File: src/verilog/fpcr_consts.vh
// Constants of the filter path configuration register bank.
// Assumes inclusion by bare name from the bank's design files.
`ifndef FPCR_CONSTS_VH
`define FPCR_CONSTS_VH

// Register addresses on the serial control port.
`define FPCR_ADDR_ROUTING    7'h05
`define FPCR_ADDR_POWER2     7'h12
`define FPCR_ADDR_IMODE      7'h14

// Reset values.
`define FPCR_RST_ROUTING     6'h00
`define FPCR_RST_POWER2      8'h00
`define FPCR_RST_IMODE       6'h00

// Field positions of the routing register.
`define FPCR_RT_SRC_HI       5
`define FPCR_RT_SRC_LO       4
`define FPCR_RT_ORDER        3
`define FPCR_RT_SW2          2
`define FPCR_RT_AMUX_HI      1
`define FPCR_RT_AMUX_LO      0
`define FPCR_RT_STORED_HI    5

// Encodings of the filter source and amplifier multiplexer fields.
`define FPCR_SRC_PIN         2'h0
`define FPCR_SRC_AMPMUX      2'h1
`define FPCR_SRC_OPAMP2      2'h2
`define FPCR_AMUX_OPEN       2'h0
`define FPCR_AMUX_CH1        2'h1
`define FPCR_AMUX_CH2        2'h2
`define FPCR_AMUX_CH3        2'h3

// Field positions of the second power control register.
`define FPCR_PC_CONV7        7
`define FPCR_PC_CONV6        6
`define FPCR_PC_CONV5        5
`define FPCR_PC_OPAMP2       4
`define FPCR_PC_LOWPASS      3
`define FPCR_PC_HIGHPASS     2
`define FPCR_PC_REGULATOR    1
`define FPCR_PC_TEMP         0

// Field positions of the input mode register.
`define FPCR_IM_FILTER       5
`define FPCR_IM_STORED_HI    5

// Serial frame: read flag, seven address bits, eight data bits.
`define FPCR_CMD_READ        7
`define FPCR_BIT_LAST        3'h7
`define FPCR_BYTE_ZERO       8'h00

`endif

File: src/verilog/fpcr_clk_halver.v
// Divides an external filter clock by two into a 50% duty sampling clock.
// Assumes the external clock is far slower than sys_clk (below sys_clk/4).
`timescale 1ns/1ps
module fpcr_clk_halver (
    input  wire sys_clk,
    input  wire rst,
    input  wire run,
    input  wire ext_clk,
    output reg  samp_clk
);
    reg ext_meta;
    reg ext_sync;
    reg ext_prev;

    always @(posedge sys_clk) begin
        if (rst) begin
            ext_meta <= 1'b0;
            ext_sync <= 1'b0;
            ext_prev <= 1'b0;
            samp_clk <= 1'b0;
        end else begin
            ext_meta <= ext_clk;
            ext_sync <= ext_meta;
            ext_prev <= ext_sync;
            // The halving flip-flop toggles on each rising edge while run.
            if (!run) begin
                samp_clk <= 1'b0;
            end else if (ext_sync && !ext_prev) begin
                samp_clk <= ~samp_clk;
            end
        end
    end
endmodule

File: src/verilog/fpcr_top.v
// Filter path configuration register bank behind a serial control port.
// Assumes the host drives mode 0 frames with sck below sys_clk/8.
//
// Contract
// - Routing register at 05H, read/write byte, reset to zero.
// - Source field 5:4 picks pin, amp mux or op-amp 2; 11 forbidden.
// - Order bit 3: 0 low-pass then high-pass, 1 high-pass first.
// - Amp mux field 1:0: open, or amplifier channel 1, 2, 3.
// - Bits 7:6 of routing and input mode accept ones, no effect.
// - Second power control register at 12H, read/write, reset to zero.
// - Bit 3 runs the low-pass filter; host sets it before use.
// - Bit 2 runs the high-pass filter; host sets it before use.
// - Other power bits run converters 7-5, op-amp 2, regulator, sensor.
// - Input mode register at 14H, read/write byte, reset to zero.
// - Input mode bit 5 is shared by both filters; host programs it.
// - Each filter halves its external clock in a flip-flop, 50% duty.
// - Filter input mode 0 is rail-to-rail, 1 is P-channel single-ended.
`timescale 1ns/1ps
`include "fpcr_consts.vh"
module fpcr_top (
    input  wire       sys_clk,
    input  wire       rst,
    input  wire       spi_sck,
    input  wire       spi_cs_n,
    input  wire       spi_mosi,
    output reg        spi_miso,
    output wire       spi_miso_oe_n,
    input  wire       lowpass_clock_pin,
    input  wire       highpass_clock_pin,
    output wire       lowpass_samp_clk,
    output wire       highpass_samp_clk,
    output wire [1:0] filter_source,
    output wire       src_sel_input_pin,
    output wire       src_sel_amp_mux,
    output wire       src_sel_opamp2,
    output wire       filter_order,
    output wire       chain_lowpass_first,
    output wire       chain_highpass_first,
    output wire       routing_switch_bit2,
    output wire [1:0] amp_mux_sel,
    output wire [2:0] amp_mux_onehot,
    output wire       converter7_enable,
    output wire       converter6_enable,
    output wire       converter5_enable,
    output wire       opamp2_enable,
    output wire       lowpass_enable,
    output wire       highpass_enable,
    output wire       regulator_enable,
    output wire       temp_sensor_enable,
    output wire       filter_input_mode,
    output wire       filter_input_pch,
    output wire [4:0] amp_input_modes
);
    localparam [3:0] ST_IDLE = 4'h1;
    localparam [3:0] ST_ADDR = 4'h2;
    localparam [3:0] ST_DATA = 4'h4;
    localparam [3:0] ST_DONE = 4'h8;

    reg [5:0] filter_routing;
    reg [7:0] power_control_second;
    reg [5:0] input_mode_select;

    reg       sck_meta;
    reg       sck_sync;
    reg       sck_prev;
    reg       cs_meta;
    reg       cs_sync;
    reg       mosi_meta;
    reg       mosi_sync;

    reg [3:0] state;
    reg [2:0] bit_cnt;
    reg [7:0] cmd;
    reg [7:0] shift_in;
    reg [7:0] shift_out;

    wire      sck_rise;
    wire      sck_fall;
    wire [7:0] next_cmd;
    wire [7:0] next_shift_in;

    // Read view of the bank; unmapped addresses read as zero.
    function [7:0] read_mux;
        input [6:0] addr;
        input [5:0] routing;
        input [7:0] power;
        input [5:0] imode;
        begin
            case (addr)
                `FPCR_ADDR_ROUTING: read_mux = {2'h0, routing};
                `FPCR_ADDR_POWER2:  read_mux = power;
                `FPCR_ADDR_IMODE:   read_mux = {2'h0, imode};
                default:            read_mux = `FPCR_BYTE_ZERO;
            endcase
        end
    endfunction

    assign sck_rise      = sck_sync & ~sck_prev & ~cs_sync;
    assign sck_fall      = ~sck_sync & sck_prev & ~cs_sync;
    assign next_cmd      = {cmd[6:0], mosi_sync};
    assign next_shift_in = {shift_in[6:0], mosi_sync};
    assign spi_miso_oe_n = cs_sync;

    always @(posedge sys_clk) begin
        if (rst) begin
            sck_meta  <= 1'b0;
            sck_sync  <= 1'b0;
            sck_prev  <= 1'b0;
            cs_meta   <= 1'b1;
            cs_sync   <= 1'b1;
            mosi_meta <= 1'b0;
            mosi_sync <= 1'b0;
        end else begin
            sck_meta  <= spi_sck;
            sck_sync  <= sck_meta;
            sck_prev  <= sck_sync;
            cs_meta   <= spi_cs_n;
            cs_sync   <= cs_meta;
            mosi_meta <= spi_mosi;
            mosi_sync <= mosi_meta;
        end
    end

    always @(posedge sys_clk) begin
        if (rst) begin
            state                <= ST_IDLE;
            bit_cnt              <= 3'h0;
            cmd                  <= `FPCR_BYTE_ZERO;
            shift_in             <= `FPCR_BYTE_ZERO;
            shift_out            <= `FPCR_BYTE_ZERO;
            spi_miso             <= 1'b0;
            filter_routing       <= `FPCR_RST_ROUTING;
            power_control_second <= `FPCR_RST_POWER2;
            input_mode_select    <= `FPCR_RST_IMODE;
        end else if (cs_sync) begin
            // Deselect ends any frame; a partial frame writes nothing.
            state    <= ST_IDLE;
            bit_cnt  <= 3'h0;
            spi_miso <= 1'b0;
        end else begin
            case (state)
                ST_IDLE: begin
                    state     <= ST_ADDR;
                    bit_cnt   <= 3'h0;
                    shift_out <= `FPCR_BYTE_ZERO;
                end
                ST_ADDR: begin
                    if (sck_rise) begin
                        cmd     <= next_cmd;
                        bit_cnt <= bit_cnt + 3'h1;
                        if (bit_cnt == `FPCR_BIT_LAST) begin
                            state     <= ST_DATA;
                            shift_out <= read_mux(next_cmd[6:0],
                                filter_routing, power_control_second,
                                input_mode_select);
                        end
                    end
                end
                ST_DATA: begin
                    if (sck_fall) begin
                        spi_miso  <= cmd[`FPCR_CMD_READ] & shift_out[7];
                        shift_out <= {shift_out[6:0], 1'b0};
                    end
                    if (sck_rise) begin
                        shift_in <= next_shift_in;
                        bit_cnt  <= bit_cnt + 3'h1;
                        if (bit_cnt == `FPCR_BIT_LAST) begin
                            state <= ST_DONE;
                            if (!cmd[`FPCR_CMD_READ]) begin
                                case (cmd[6:0])
                                    `FPCR_ADDR_ROUTING: begin
                                        // Bits 7:6 are dropped here.
                                        filter_routing <= next_shift_in
                                        [`FPCR_RT_STORED_HI:0];
                                    end
                                    `FPCR_ADDR_POWER2: begin
                                        power_control_second <=
                                            next_shift_in;
                                    end
                                    `FPCR_ADDR_IMODE: begin
                                        // Bits 7:6 are dropped here.
                                        input_mode_select <= next_shift_in
                                        [`FPCR_IM_STORED_HI:0];
                                    end
                                    default: begin
                                        filter_routing <= filter_routing;
                                    end
                                endcase
                            end
                        end
                    end
                end
                ST_DONE: begin
                    if (sck_fall) begin
                        spi_miso <= 1'b0;
                    end
                end
                default: begin
                    state <= ST_IDLE;
                end
            endcase
        end
    end

    // Routing decode; the forbidden source code 11 selects nothing.
    assign filter_source = {filter_routing[`FPCR_RT_SRC_HI],
                            filter_routing[`FPCR_RT_SRC_LO]};
    assign src_sel_input_pin = (filter_source == `FPCR_SRC_PIN);
    assign src_sel_amp_mux = (filter_source == `FPCR_SRC_AMPMUX);
    assign src_sel_opamp2 = (filter_source == `FPCR_SRC_OPAMP2);

    assign filter_order         = filter_routing[`FPCR_RT_ORDER];
    assign chain_lowpass_first  = ~filter_order;
    assign chain_highpass_first = filter_order;
    assign routing_switch_bit2  = filter_routing[`FPCR_RT_SW2];

    assign amp_mux_sel = {filter_routing[`FPCR_RT_AMUX_HI],
                          filter_routing[`FPCR_RT_AMUX_LO]};
    assign amp_mux_onehot = {amp_mux_sel == `FPCR_AMUX_CH3,
                             amp_mux_sel == `FPCR_AMUX_CH2,
                             amp_mux_sel == `FPCR_AMUX_CH1};

    assign converter7_enable =
        power_control_second[`FPCR_PC_CONV7];
    assign converter6_enable =
        power_control_second[`FPCR_PC_CONV6];
    assign converter5_enable =
        power_control_second[`FPCR_PC_CONV5];
    assign opamp2_enable =
        power_control_second[`FPCR_PC_OPAMP2];
    assign lowpass_enable =
        power_control_second[`FPCR_PC_LOWPASS];
    assign highpass_enable =
        power_control_second[`FPCR_PC_HIGHPASS];
    assign regulator_enable =
        power_control_second[`FPCR_PC_REGULATOR];
    assign temp_sensor_enable =
        power_control_second[`FPCR_PC_TEMP];

    assign filter_input_mode = input_mode_select[`FPCR_IM_FILTER];
    assign filter_input_pch  = filter_input_mode;
    assign amp_input_modes   = input_mode_select[4:0];

    // A stopped filter holds its sampling clock low.
    fpcr_clk_halver u_lowpass_halver (
        .sys_clk  (sys_clk),
        .rst      (rst),
        .run      (lowpass_enable),
        .ext_clk  (lowpass_clock_pin),
        .samp_clk (lowpass_samp_clk)
    );

    fpcr_clk_halver u_highpass_halver (
        .sys_clk  (sys_clk),
        .rst      (rst),
        .run      (highpass_enable),
        .ext_clk  (highpass_clock_pin),
        .samp_clk (highpass_samp_clk)
    );
endmodule

File: config.mk
export PLATFORM = sky130hd
export DESIGN_NAME = fpcr_top
export DESIGN_NICKNAME = d
export VERILOG_FILES = /design/src/verilog/fpcr_clk_halver.v /design/src/verilog/fpcr_top.v
export VERILOG_INCLUDE_DIRS = /design/src /design/src/verilog
export SDC_FILE = /design/constraint.sdc
export NUM_CORES = 1
export LEC_CHECK = 0
export ABC_CLOCK_PERIOD_IN_PS = 4400
export BUFFER_PORTS_ARGS = -buffer_cell sky130_fd_sc_hd__buf_2
export CAP_MARGIN = 30
export CORE_ASPECT_RATIO = 1.2
export CORE_MARGIN = 4
export CORE_UTILIZATION = 60
export DETAILED_ROUTE_END_ITERATION = 6
export GPL_ROUTABILITY_DRIVEN = 0
export PLACE_DENSITY = 0.82
export SLEW_MARGIN = 20
export SYNTH_ARGS = -nofsm -noshare
export SYNTH_HDL_FRONTEND = slang
export SYNTH_SLANG_ARGS = --single-unit
File: constraint.sdc
create_clock -name sys_clk -period 4.4 [get_ports sys_clk]
set_input_delay 0.22 -clock sys_clk [delete_from_list [all_inputs] [get_ports sys_clk]]
set_output_delay 0.22 -clock sys_clk [all_outputs]
set_load 0.005 [all_outputs]
==> impl_metrics.yaml <==
worst_setup_path:
  end_kind: "flip-flop"
  cp.depth: 6
  endpoint: "power_control_second[2]"
  critPathBufInv: 0
  cp-startpoint: "bit_cnt[0]"
  cpLargestDelayFamily: "simple AND/OR/NAND/NOR gates"
  arrival_ns: 2.66
  r2r-end: "power_control_second[2]"
  crit_type: "flip-flop to flip-flop"
  r2r_slack_ns: 1.97
  required_ns: 4.63
  cp-start-kind: "flip-flop"
  cp_common_cell: "ha_1"
  cp_max_fo: 14
  timing.rr.start: "bit_cnt[0]"
  rr_worst_depth: 6
  critical-path-max-stage-delay_ns: 0.62
  crit_path_top_delay_cell: "nand4_1"
  path_cells: "ha_1 > ha_1 > nor4bb_1 > nand4_1 > o21ai_0 > a21oi_1"
logic_synthesis:
  synthArstFlopShare_pct: 0
  synth-main-ff-cell: "dfxtp_1"
  synth-edff-count: 0
  seq_area_frac_synth_pct: 42.5
  netlist-cell-type-count: 55
  syn_inst: 360
  syn_nets: 369
  yosysWarnings: 0
  ys_ff_latch: 66
  mappedNetlistArea_sq_um: 3110
  avgSynthCellArea_sq_um: 8.63
outcome:
  outcome: "finished clean"
place:
  dp_hpwl_um: 4910
  portBuffers: 39
  dp.cells: 430
  dpl_cell_area_sq_um: 3230
  place_ws_ns: 1.96
finish:
  multi_input_comb_area_sq_um: 1590
  final_core_util_pct: 69.4
  drive_above_1_share_pct: 19.6
  antennaDiodeCount: 0
  stdcell_area_sq_um: 3450
  fillers: 433
  final-seq-area_sq_um: 1320
  fin_nets: 391
  syn2layout_area_growth_pct: 11.2
  finalNonFillerCells: 447
timing:
  layout_min_cycle_time_ns: 2.43
  worst_slack_ns: 1.97
  clock_skew_ns: 0.00473
  fin_crit_sh_pct: 55.2
  rsz0062_at_grt: "no"
  finalSetupViolations: 0
  max_freq_ghz: 0.412
  timing.setup.tns_ns: 0
  finalHoldViolCount: 0
  relSlewSlack_pct: 38.6
  worstMarginPinSlew_ns: 0.917
  slew_viol_final: 0
  whs_ns: 0.0487
clocking:
  cts.sink_count: 66
  cts_tree: "built"
  cts_post_setup_buffers_inserted: 0
  clock_path_buffers: 2
  path_clk_slew_ns: 0.07
  htree_num_levels: 3
  post_cts_resized: 0
  cts_buffers: 9
  hold_buffers: 0
  clk_root_buffer_cell: "clkbuf_8"
  clk_latency_ns: 0.35
floorplanning:
  num_io_pins: 40
  coreArea_sq_um: 4970
  rows: 28
  die-height_um: 86.8
  initial_core_util_pct: 62.4
  dieArea_sq_um: 6400
  die_w_um: 73.7
pwr:
  p_leak_nw: 1.14
  finalPower_mw: 1.17
  ir_drop_uv: 287
  p_per_area_nw_per_um2: 338
detailed_routing:
  initialDrtViolationCount: 187
  wl_per_cell_um: 16.4
  wl_um: 7330
  vias: 2747
  vias_per_cell: 6.15
  drc_errors: 0
  first_pass_iters: 4
  ant_nets: 0
run:
  drv_cap: 0
grt:
  grt_overflow: 0
  grt_max_degree: 61
  grt_pass1_vias: 2484
  grt_pass1_wl_um: 11900
  antenna_found_initial: 0
  track_usage_pct: 23.9
worst_hold_path:
  hp-class: "primary input to flip-flop"
-- worst min-delay path by stage --
| stage | slack, ns | to | depth (start not counted) | startpoint |
|---|---|---|---|---|
| after detailed placement | 0.40 | spi_miso_oe_n | 1 | cs_meta |
| after global routing | 0.05 | cs_meta | 2 | spi_cs_n |
| after floorplan | 0.32 | shift_out[0] | 1 | rst |
| final | 0.05 | cs_meta | 2 | spi_cs_n |
| after CTS | 0.04 | cs_meta | 2 | spi_cs_n |
| after global placement | 0.39 | spi_miso_oe_n | 1 | cs_meta |
-- power breakdown --
| group | total, mW | switching [mW] | internal (mW) |
|---|---|---|---|
| Sequential | 0.614 | 0.00779 | 0.606 |
| Combinational | 0.0347 | 0.0202 | 0.0145 |
| Clock | 0.519 | 0.242 | 0.278 |
-- state kept, by name, summed over array words and instances (netlist names), 3 cells and up --
name / cells
bit_cnt: 3
state: 4
shift_out: 8
filter_routing: 6
shift_in: 7
power_control_second: 8
cmd: 8
input_mode_select: 6
-- cell type report --
| class | instances | area share (%) |
|---|---|---|
| clock buffers | 10 | 3.99 |
| flip-flops and latches | 66 | 38.3 |
| clock inverters | 6 | 1.88 |
| multi-input cells | 255 | 46.2 |
| repair buffers | 42 | 6.67 |
| inverters | 8 | 0.870 |
| well taps | 60 | 2.17 |
-- layout by cell type, fill, tap and decap left out, types with 3 or more instances in the layout --
cell type and n:
or3_1 3, o21ai_0 7, buf_2 39, o21ai_1 17
nor3_1 8, o221ai_1 5, clkbuf_8 10, xnor2_1 3
or2_2 4, nor3b_1 3, a21oi_1 45, nand3b_1 12
inv_1 8, nand3_1 38, nand2_1 26, dfxtp_1 66
a211oi_1 16, nor2_1 10, nor2b_1 15
-- cells by family after synthesis --
group           share of synthesized area (%)
simple gates                             28.6
compound gates                           20.2
flops                                    42.5
buf+inv                                  6.32
xor+xnor                                 1.13
fa+ha+maj                               0.805
mux                                     0.362
-- layer usage --
metal / global-route usage [%] / routed length [um]
met3: 5.68 / 476
met4: 9.23 / 106
met1: 30.5 / 3140
met2: 38.7 / 3600
met5: 0 / 0
-- synth_stat cells, drive strengths merged (2+ instances only) --
library cell / count / area share, %
nand4: 2 / 0.40
clkbuf: 15 / 1.8
nor2: 11 / 1.4
o21ai: 24 / 3.9
buf: 16 / 3.5
nand2b: 2 / 0.40
nor3: 10 / 2.1
nor4: 4 / 1.2
ha: 2 / 0.81
nand3: 38 / 6.1
nor3b: 4 / 0.97
a211oi: 16 / 3.9
nor4b: 4 / 2.3
a311oi: 2 / 0.56
or3: 3 / 0.60
a31oi: 2 / 0.40
or4b: 4 / 1.5
dfxtp: 66 / 43
inv: 8 / 0.97
nand3b: 12 / 2.9
or2: 4 / 0.81
xnor2: 3 / 0.85
nor2b: 15 / 3.0
nand2: 26 / 3.1
o221ai: 5 / 1.4
a21oi: 45 / 7.2
Power figures use the tool's default switching activity.
